$ cat src/hdl/flash_status_pkg.sv
// Constants shared by the status register and protection decode logic.
package flash_status_pkg;

  // ---------------------------------------------------------------------
  // Status bit positions (low byte S7..S0, high byte S15..S8)
  // ---------------------------------------------------------------------
  localparam int unsigned BIT_BUSY      = 0;
  localparam int unsigned BIT_WEL       = 1;
  localparam int unsigned BIT_RANGE_LO  = 2;
  localparam int unsigned BIT_RANGE_HI  = 4;
  localparam int unsigned BIT_TOP_BOT   = 5;
  localparam int unsigned BIT_SMALL     = 6;
  localparam int unsigned BIT_GUARD_LO  = 7;
  localparam int unsigned BIT_GUARD_HI  = 8;
  localparam int unsigned BIT_QUAD      = 9;
  localparam int unsigned BIT_LOCK_1    = 11;
  localparam int unsigned BIT_LOCK_3    = 13;
  localparam int unsigned BIT_CMP       = 14;
  localparam int unsigned BIT_PAUSED    = 15;

  // Non-volatile bits and the one-time lock bits inside them.
  localparam logic [15:0] NV_MASK       = 16'h7BFC;
  localparam logic [15:0] LOCK_MASK     = 16'h3800;
  localparam logic [15:0] STATUS_RESET  = 16'h0000;

  // ---------------------------------------------------------------------
  // Instruction codes
  // ---------------------------------------------------------------------
  localparam logic [7:0] CMD_WREN       = 8'h06;
  localparam logic [7:0] CMD_WRDI       = 8'h04;
  localparam logic [7:0] CMD_WRSR       = 8'h01;
  localparam logic [7:0] CMD_PAGE_PROG  = 8'h02;
  localparam logic [7:0] CMD_QUAD_PROG  = 8'h32;
  localparam logic [7:0] CMD_ERASE_4K   = 8'h20;
  localparam logic [7:0] CMD_ERASE_32K  = 8'h52;
  localparam logic [7:0] CMD_ERASE_64K  = 8'hD8;
  localparam logic [7:0] CMD_CHIP_ER_A  = 8'hC7;
  localparam logic [7:0] CMD_CHIP_ER_B  = 8'h60;
  localparam logic [7:0] CMD_SUSPEND    = 8'h75;
  localparam logic [7:0] CMD_RESUME     = 8'h7A;
  localparam logic [7:0] CMD_SEC_ERASE  = 8'h44;
  localparam logic [7:0] CMD_SEC_PROG   = 8'h42;

  // ---------------------------------------------------------------------
  // Array geometry
  // ---------------------------------------------------------------------
  localparam int unsigned ADDR_W        = 23;
  localparam logic [23:0] ARRAY_BYTES   = 24'h80_0000;
  localparam logic [23:0] SECTOR_BYTES  = 24'h00_1000;
  localparam logic [23:0] BLOCK_BYTES   = 24'h01_0000;
  localparam logic [22:0] PAGE_MASK     = 23'h00_00FF;
  localparam logic [22:0] SECTOR_MASK   = 23'h00_0FFF;
  localparam logic [22:0] BLK32_MASK    = 23'h00_7FFF;
  localparam logic [22:0] BLK64_MASK    = 23'h00_FFFF;
  localparam logic [22:0] ARRAY_MASK    = 23'h7F_FFFF;

  // Guard modes held in status_guard_hi, status_guard_lo.
  typedef enum logic [1:0] {
    GUARD_SOFT     = 2'h0,
    GUARD_HARDWARE = 2'h1,
    GUARD_LOCKDOWN = 2'h2,
    GUARD_OTP      = 2'h3
  } guard_mode_type;

endpackage : flash_status_pkg

$ cat src/hdl/protect_range_decode.sv
// Decode of the protection bits into one protected address range.
`timescale 1ns/1ps
`default_nettype none

module protect_range_decode
  import flash_status_pkg::*;
(
  input  wire logic [2:0]  range_sel_in,
  input  wire logic        top_bottom_in,
  input  wire logic        small_unit_in,
  input  wire logic        complement_in,
  output logic             prot_any_out,
  output logic [22:0]      prot_lo_out,
  output logic [22:0]      prot_hi_out
);

  logic [23:0] size_bytes;
  logic [1:0]  sec_shift;
  logic        sel_none;
  logic        sel_all;

  // ---------------------------------------------------------------------
  // Size of the base region
  // ---------------------------------------------------------------------
  always_comb begin
    sel_none  = (range_sel_in == 3'h0);
    sel_all   = (range_sel_in == 3'h7);
    sec_shift = (range_sel_in[2]) ? 2'h3 : 2'(range_sel_in[1:0] - 2'h1);
    if (small_unit_in) begin
      size_bytes = SECTOR_BYTES << sec_shift;
    end else begin
      size_bytes = BLOCK_BYTES << range_sel_in;
    end
  end

  // ---------------------------------------------------------------------
  // Region placement and complement
  // ---------------------------------------------------------------------
  always_comb begin
    prot_any_out = 1'b0;
    prot_lo_out  = 23'h0;
    prot_hi_out  = ARRAY_MASK;
    if (sel_none || sel_all) begin
      prot_any_out = sel_all ^ complement_in;
    end else if (!complement_in) begin
      prot_any_out = 1'b1;
      if (!top_bottom_in) begin
        prot_lo_out = 23'(ARRAY_BYTES - size_bytes);
      end else begin
        prot_hi_out = 23'(size_bytes - 24'h1);
      end
    end else begin
      prot_any_out = 1'b1;
      if (!top_bottom_in) begin
        prot_hi_out = 23'(ARRAY_BYTES - size_bytes - 24'h1);
      end else begin
        prot_lo_out = 23'(size_bytes);
      end
    end
  end

endmodule // protect_range_decode

`default_nettype wire

$ cat src/hdl/flash_status_write_protect.sv
// Status register, write-enable latch and array protection of the flash.
//
// Functional notes
// - Write Enable sets the write latch.
// - Latch clears after disable, program, erase, status write.
// - Range-select bits non-volatile, default nothing protected.
// - top_bottom picks top or bottom placement.
// - small_unit_select picks 4 kB or 64 kB.
// - complement_flag swaps protected and unprotected regions.
// - Block mode sizes 128 kB doubling to 4 MB.
// - Sector mode sizes 4, 8, 16, 32 kB.
// - Two guard bits choose status write protection.
// - Guard 00: pin ignored, latch alone enables.
// - Guard 01: pin low refuses status writes.
// - Guard 01, pin high: latch enables writes.
// - Guard 10 locks until power cycle, then 00.
// - Guard 11 refuses status writes permanently.
// - Suspend sets paused flag, resume clears it.
// - Lock bits set-only, make security register read-only.
// - quad_enable turns the guard pin into data.
// - Program or erase touching protection is ignored.
// - Busy bit set while a write operation runs.
`timescale 1ns/1ps
`default_nettype none

module flash_status_write_protect
  import flash_status_pkg::*;
(
  input  wire logic        clk_sys_in,
  input  wire logic        rst_n_in,
  input  wire logic [15:0] nv_image_in,
  input  wire logic        cmd_valid_in,
  input  wire logic [7:0]  cmd_code_in,
  input  wire logic [23:0] cmd_addr_in,
  input  wire logic [15:0] cmd_wdata_in,
  input  wire logic        op_done_in,
  input  wire logic        write_protect_n_in,
  output logic [7:0]       status_low_byte_out,
  output logic [7:0]       status_high_byte_out,
  output logic             op_start_out,
  output logic             cmd_refused_out,
  output logic             nv_write_out,
  output logic [15:0]      nv_data_out,
  output logic             quad_mode_out,
  output logic             prot_any_out,
  output logic [22:0]      prot_lo_out,
  output logic [22:0]      prot_hi_out
);

  typedef enum logic [1:0] {
    LOAD_WAIT = 2'b01,
    LOAD_DONE = 2'b10
  } load_state_type;

  load_state_type load_r;
  load_state_type load_nxt;
  logic [15:0]    stat_r;
  logic [15:0]    stat_nxt;
  logic           op_start_nxt;
  logic           refused_nxt;
  logic           nv_write_nxt;
  logic [15:0]    nv_data_nxt;
  logic           dec_any;
  logic [22:0]    dec_lo;
  logic [22:0]    dec_hi;
  logic [22:0]    tgt_lo;
  logic [22:0]    tgt_hi;
  logic [22:0]    tgt_mask;
  logic           is_array_op;
  logic           is_sec_op;
  logic           hits_prot;
  logic           sec_locked;
  logic           guard_ok;
  logic           pin_high;
  logic           take;
  guard_mode_type guard;

  // ---------------------------------------------------------------------
  // Protection decode
  // ---------------------------------------------------------------------
  protect_range_decode u_decode (
    .range_sel_in  (stat_r[BIT_RANGE_HI:BIT_RANGE_LO]),
    .top_bottom_in (stat_r[BIT_TOP_BOT]),
    .small_unit_in (stat_r[BIT_SMALL]),
    .complement_in (stat_r[BIT_CMP]),
    .prot_any_out  (dec_any),
    .prot_lo_out   (dec_lo),
    .prot_hi_out   (dec_hi)
  );

  // ---------------------------------------------------------------------
  // Command classification
  // ---------------------------------------------------------------------
  always_comb begin
    guard       = guard_mode_type'({stat_r[BIT_GUARD_HI],
                                    stat_r[BIT_GUARD_LO]});
    // With quad mode on, the guard pin is a data line and reads as high.
    pin_high    = write_protect_n_in || stat_r[BIT_QUAD];
    is_array_op = 1'b1;
    tgt_mask    = PAGE_MASK;
    case (cmd_code_in)
      CMD_PAGE_PROG,
      CMD_QUAD_PROG: tgt_mask = PAGE_MASK;
      CMD_ERASE_4K:  tgt_mask = SECTOR_MASK;
      CMD_ERASE_32K: tgt_mask = BLK32_MASK;
      CMD_ERASE_64K: tgt_mask = BLK64_MASK;
      CMD_CHIP_ER_A,
      CMD_CHIP_ER_B: tgt_mask = ARRAY_MASK;
      default:       is_array_op = 1'b0;
    endcase
    tgt_lo     = cmd_addr_in[22:0] & ~tgt_mask;
    tgt_hi     = cmd_addr_in[22:0] | tgt_mask;
    hits_prot  = dec_any && (tgt_lo <= dec_hi) && (tgt_hi >= dec_lo);
    is_sec_op  = (cmd_code_in == CMD_SEC_ERASE) ||
                 (cmd_code_in == CMD_SEC_PROG);
    case (cmd_addr_in[13:12])
      2'h1:    sec_locked = stat_r[BIT_LOCK_1];
      2'h2:    sec_locked = stat_r[BIT_LOCK_1 + 1];
      2'h3:    sec_locked = stat_r[BIT_LOCK_3];
      default: sec_locked = 1'b1;
    endcase
    case (guard)
      GUARD_SOFT:     guard_ok = 1'b1;
      GUARD_HARDWARE: guard_ok = pin_high;
      GUARD_LOCKDOWN: guard_ok = 1'b0;
      GUARD_OTP:      guard_ok = 1'b0;
      default:        guard_ok = 1'b0;
    endcase
    take = cmd_valid_in && (load_r == LOAD_DONE);
  end

  // ---------------------------------------------------------------------
  // Status next state
  // ---------------------------------------------------------------------
  always_comb begin
    load_nxt     = load_r;
    stat_nxt     = stat_r;
    op_start_nxt = 1'b0;
    refused_nxt  = 1'b0;
    nv_write_nxt = 1'b0;
    nv_data_nxt  = nv_data_out;
    case (load_r)
      LOAD_WAIT: begin
        // Non-volatile image is taken once after reset; lock-down reverts.
        stat_nxt = nv_image_in & NV_MASK;
        if ((nv_image_in[BIT_GUARD_HI]) && !(nv_image_in[BIT_GUARD_LO])) begin
          stat_nxt[BIT_GUARD_HI] = 1'b0;
        end
        load_nxt = LOAD_DONE;
      end
      LOAD_DONE: begin
        if (stat_r[BIT_BUSY]) begin
          if (op_done_in) begin
            stat_nxt[BIT_BUSY] = 1'b0;
          end
          if (take && (cmd_code_in == CMD_SUSPEND)) begin
            stat_nxt[BIT_PAUSED] = 1'b1;
            stat_nxt[BIT_BUSY]   = 1'b0;
          end
        end else if (take) begin
          case (cmd_code_in)
            CMD_WREN: stat_nxt[BIT_WEL] = 1'b1;
            CMD_WRDI: stat_nxt[BIT_WEL] = 1'b0;
            CMD_RESUME: begin
              if (stat_r[BIT_PAUSED]) begin
                stat_nxt[BIT_PAUSED] = 1'b0;
                stat_nxt[BIT_BUSY]   = 1'b1;
              end
            end
            CMD_WRSR: begin
              if (stat_r[BIT_WEL] && guard_ok) begin
                stat_nxt = (cmd_wdata_in & NV_MASK & ~LOCK_MASK) |
                           ((stat_r | cmd_wdata_in) & LOCK_MASK) |
                           (stat_r & ~NV_MASK);
                stat_nxt[BIT_WEL]  = 1'b0;
                stat_nxt[BIT_BUSY] = 1'b1;
                nv_write_nxt       = 1'b1;
                nv_data_nxt        = stat_nxt & NV_MASK;
              end else begin
                refused_nxt = 1'b1;
              end
            end
            default: begin
              if (is_array_op || is_sec_op) begin
                if (stat_r[BIT_WEL] && !stat_r[BIT_PAUSED] &&
                    !(is_array_op && hits_prot) &&
                    !(is_sec_op && sec_locked)) begin
                  stat_nxt[BIT_WEL]  = 1'b0;
                  stat_nxt[BIT_BUSY] = 1'b1;
                  op_start_nxt       = 1'b1;
                end else begin
                  refused_nxt = 1'b1;
                end
              end
            end
          endcase
        end
      end
      default: load_nxt = LOAD_WAIT;
    endcase
  end

  // ---------------------------------------------------------------------
  // Registers
  // ---------------------------------------------------------------------
  always_ff @(posedge clk_sys_in) begin
    if (!rst_n_in) begin
      load_r               <= LOAD_WAIT;
      stat_r               <= STATUS_RESET;
      status_low_byte_out  <= 8'h00;
      status_high_byte_out <= 8'h00;
      op_start_out         <= 1'b0;
      cmd_refused_out      <= 1'b0;
      nv_write_out         <= 1'b0;
      nv_data_out          <= 16'h0000;
      quad_mode_out        <= 1'b0;
      prot_any_out         <= 1'b0;
      prot_lo_out          <= 23'h0;
      prot_hi_out          <= 23'h0;
    end else begin
      load_r               <= load_nxt;
      stat_r               <= stat_nxt;
      status_low_byte_out  <= stat_nxt[7:0];
      status_high_byte_out <= stat_nxt[15:8];
      op_start_out         <= op_start_nxt;
      cmd_refused_out      <= refused_nxt;
      nv_write_out         <= nv_write_nxt;
      nv_data_out          <= nv_data_nxt;
      quad_mode_out        <= stat_nxt[BIT_QUAD];
      prot_any_out         <= dec_any;
      prot_lo_out          <= dec_lo;
      prot_hi_out          <= dec_hi;
    end
  end

  // ---------------------------------------------------------------------
  // Assertions
  // ---------------------------------------------------------------------
  logic idle_take;
  assign idle_take = take && !stat_r[BIT_BUSY];
endmodule // flash_status_write_protect

`default_nettype wire

$ cat config.mk
export PLATFORM = sky130hd
export DESIGN_NAME = flash_status_write_protect
export DESIGN_NICKNAME = d
export VERILOG_FILES = /design/src/hdl/flash_status_pkg.sv /design/src/hdl/protect_range_decode.sv /design/src/hdl/flash_status_write_protect.sv
export SDC_FILE = /design/constraint.sdc
export NUM_CORES = 1
export LEC_CHECK = 0
export ABC_AREA = 1
export ABC_CLOCK_PERIOD_IN_PS = 4600
export BUFFER_PORTS_ARGS = -buffer_cell sky130_fd_sc_hd__buf_2
export CORE_MARGIN = 2
export CORE_UTILIZATION = 30
export CTS_BUF_LIST = sky130_fd_sc_hd__clkbuf_4 sky130_fd_sc_hd__clkbuf_8
export CTS_CLUSTER_SIZE = 14
export DETAILED_ROUTE_END_ITERATION = 10
export PLACE_DENSITY = 0.62
export SLEW_MARGIN = 30
export SYNTH_ARGS = -nofsm -noshare
export SYNTH_HDL_FRONTEND = slang
export SYNTH_HIERARCHICAL = 1
export SYNTH_SLANG_ARGS = --single-unit
$ cat constraint.sdc
create_clock -name clk_sys_in -period 4.6 [get_ports clk_sys_in]
set_input_delay 0.92 -clock clk_sys_in [delete_from_list [all_inputs] [get_ports clk_sys_in]]
set_output_delay 0.92 -clock clk_sys_in [all_outputs]
set_load 0.01 [all_outputs]
==> flow_summary.ini <==
[status]
status = finished clean

[placed_design]
gp_congestion = 0.878
dp.cells = 1185
port-buffer-count = 130
hpwl_mm = 11.2

[sta]
fmaxAchievable_mhz = 259
min_period_ns = 3.86
post-route-period-util_pct = 84.0
timing.max_slew.rel_slack_pct = 50.2
slew_viol_final = 0
setup_viol_count_final = 0
finalSetupTns_ns = 0
worst_pin_slew_ns = 0.746
hold_violations = 0
rsz0062_at_grt = false
fin_skew_ns = 0.00657
hold_ws_ns = 0.434

[grt]
antenna_found_initial = 0
grt_pass1_wl_mm = 23.4
grt_max_degree = 58
grt_overflow = 0
grt_use_total_pct = 14.9
grt_pass1_vias = 4916

[floorplanning]
rows = 49
start_util_pct = 30.4
die_area_mm2 = 0.0191
ios = 152
die_h_um = 138
die_w_um = 138
core_mm2 = 0.0178

[synth]
synth_most_common_cell = nand2_1
yosysWarnings = 6
ys.flop_type = dfxtp_1
synth-seq-cells = 80
synthTopCellsByArea = dfxtp_1 30%, nand2_1 17%, inv_1 11%, ha_1 8.5%, nor2_1 5.5%
synth_edf_count = 0
synthArstFlopShare_pct = 0
avgSynthCellArea_um2 = 6.42
yosys.area.top_type = dfxtp_1
synth_top_area_share_pct = 29.6
yosysSeqAreaShare_pct = 29.6
syn_area_mm2 = 0.00542
synth_common_cells = 248 x nand2_1, 161 x inv_1, 80 x dfxtp_1, 80 x nor2_1, 43 x a21oi_1
synth_cell_types = 48
synthCells = 844

[worst_setup_path]
reg2reg_depth = 26
reg2reg_to = op_start_out
r2r_slack_ns = 0.74
cp-end-kind = flip-flop
critPathLaunchType = flip-flop
cp.required_ns = 4.87
cp_data_arrival_time_ns = 4.14
worstSetupPathType = reg2reg
worstPathMaxFanout = 8

[clock_tree]
clock_latency_ns = 0.37
cts_buffers = 9
cts_hold_buf = 0
clock-sinks = 80
clockRootBuffer = clkbuf_8
cts_setup_buffers = 0
cts.repair.resized = 0
clk_pin_slew_ns = 0.09
htree_levels = 3
ctsLongestPathBuffers = 2
cts_tree = built

[final_layout]
diodes = 0
stdcell_count = 1201
fin_nets = 1073
layout-drive-gt1-share_pct = 20.5
areaGrowthSynthToFinish_pct = 17.8

[pwr]
p_leak_nw = 3.77
vdd_drop_max_uv = 166
p_per_area_mw_per_mm2 = 351

[route]
drtAntennaViolNets = 0
drt_iter0_drc = 258
viasPerCell = 4.34
first_pass_iters = 5
routedWlPerCell_um = 11.8
vias = 5208
wirelength_mm = 14.1
drc = 0

[min_path]
hold_path_class = reg2reg
hold_path_depth = 2

[run]
cap_violations = 0
## logic make-up (layout without fill, tap and decap cells)
kind of cell	after synthesis	in the layout	synth area share, %
AO/OA/AOI/OAI	95	95	10.5
flip-flops	80	80	29.6
buffers and inverters	216	319	18.1
other	3	28	0.208
adder cells (fa/ha/maj)	37	37	8.55
AND/OR/NAND/NOR	410	410	32.6
XOR/XNOR	3	3	0.485
## report_power, final
part	internal, mW	switching [mW]
sequential	0.751	0.0383
clock	0.323	0.281
combinational	0.295	0.549
total	1.37	0.868
## how the worst max path moves through the flow
| stage | endpoint | slack, ns | cells past startpoint |
|---|---|---|---|
| after floorplan | flip-flop | 1.21 | 30 |
| after global routing | flip-flop | 0.32 | 29 |
| after CTS | op_start_out | 0.74 | 26 |
| final | op_start_out | 0.74 | 26 |
| after detailed placement | flip-flop | 0.77 | 29 |
| after global placement | op_start_out | 0.81 | 26 |
## through the flow
step	total power [mW]	utilization, %	worst slack (ns)	area [um^2]
after floorplan	1.43	-	1.21	5510
after global placement	1.63	34.5	0.808	6150
after detailed placement	1.64	34.5	0.765	6150
after CTS	2.26	35.8	0.738	6380
after global routing	2.42	35.8	0.318	6380
final	2.24	35.8	0.735	6380
## layout by cell type, fill, tap and decap left out, types with 2 or more instances in the layout
| cell | n |
|---|---|
| ha_1 | 37 |
| buf_2 | 130 |
| xor2_1 | 2 |
| or2_2 | 4 |
| o211ai_1 | 4 |
| nor3_1 | 7 |
| o22ai_1 | 4 |
| a22oi_1 | 7 |
| bufinv_16 | 2 |
| nor4_1 | 2 |
| o21ai_0 | 18 |
| nor2_4 | 3 |
| inv_1 | 161 |
| dfxtp_1 | 80 |
| buf_4 | 7 |
| nand2_2 | 13 |
| nand3_2 | 6 |
| clkbuf_8 | 10 |
| nand4_1 | 6 |
| nor2_2 | 4 |
| a21oi_1 | 43 |
| clkinv_4 | 2 |
| inv_6 | 2 |
| conb_1 | 28 |
| nor2_1 | 80 |
| a31oi_1 | 4 |
| o21ai_1 | 2 |
| nand3_1 | 30 |
| a21oi_2 | 6 |
| nand2_1 | 248 |
| inv_2 | 2 |
## worst max-delay path, cell delays in order, from the launching register on
cell and delay, ns:
dfxtp_1 0.44, inv_1 0.09, ha_1 0.31, nand2_4 0.09, nor2_1 0.07, nand2_1 0.12
ha_1 0.37, nand2_1 0.15, nor2_4 0.16, nand3_2 0.12, inv_1 0.07, nand2_1 0.06
nand2_1 0.07, nand3_1 0.07, nand2_1 0.09, inv_1 0.05, ha_1 0.28, nand2_1 0.07
nor2_1 0.17, inv_1 0.06, nor2_1 0.18, nand2_1 0.07, nand2_1 0.05, nand2_1 0.05
nand3_1 0.12, nand2_1 0.09, nor3b_1 0.27
## layer usage
| layer | share of wire [%] | GRT usage, % | vias up |
|---|---|---|---|
| li1 | - | - | 2775 |
| met1 | 49 | 19.9 | 2268 |
| met2 | 44 | 24.1 | 154 |
| met3 | 6.4 | 3.78 | 11 |
| met4 | 1.1 | 3.81 | 0 |
| met5 | 0 | 0 | - |
## area by class of cell
| type | count | area [um^2] |
|---|---|---|
| clock inverters | 6 | 91.3 |
| multi-input cells | 573 | 2930 |
| flip-flops and latches | 80 | 1600 |
| repair buffers | 137 | 703 |
| well taps | 229 | 287 |
| clock buffers | 10 | 138 |
| inverters | 166 | 631 |
| fillers | 1965 | 11500 |
Note: power is estimated with default switching activity, not from simulation.
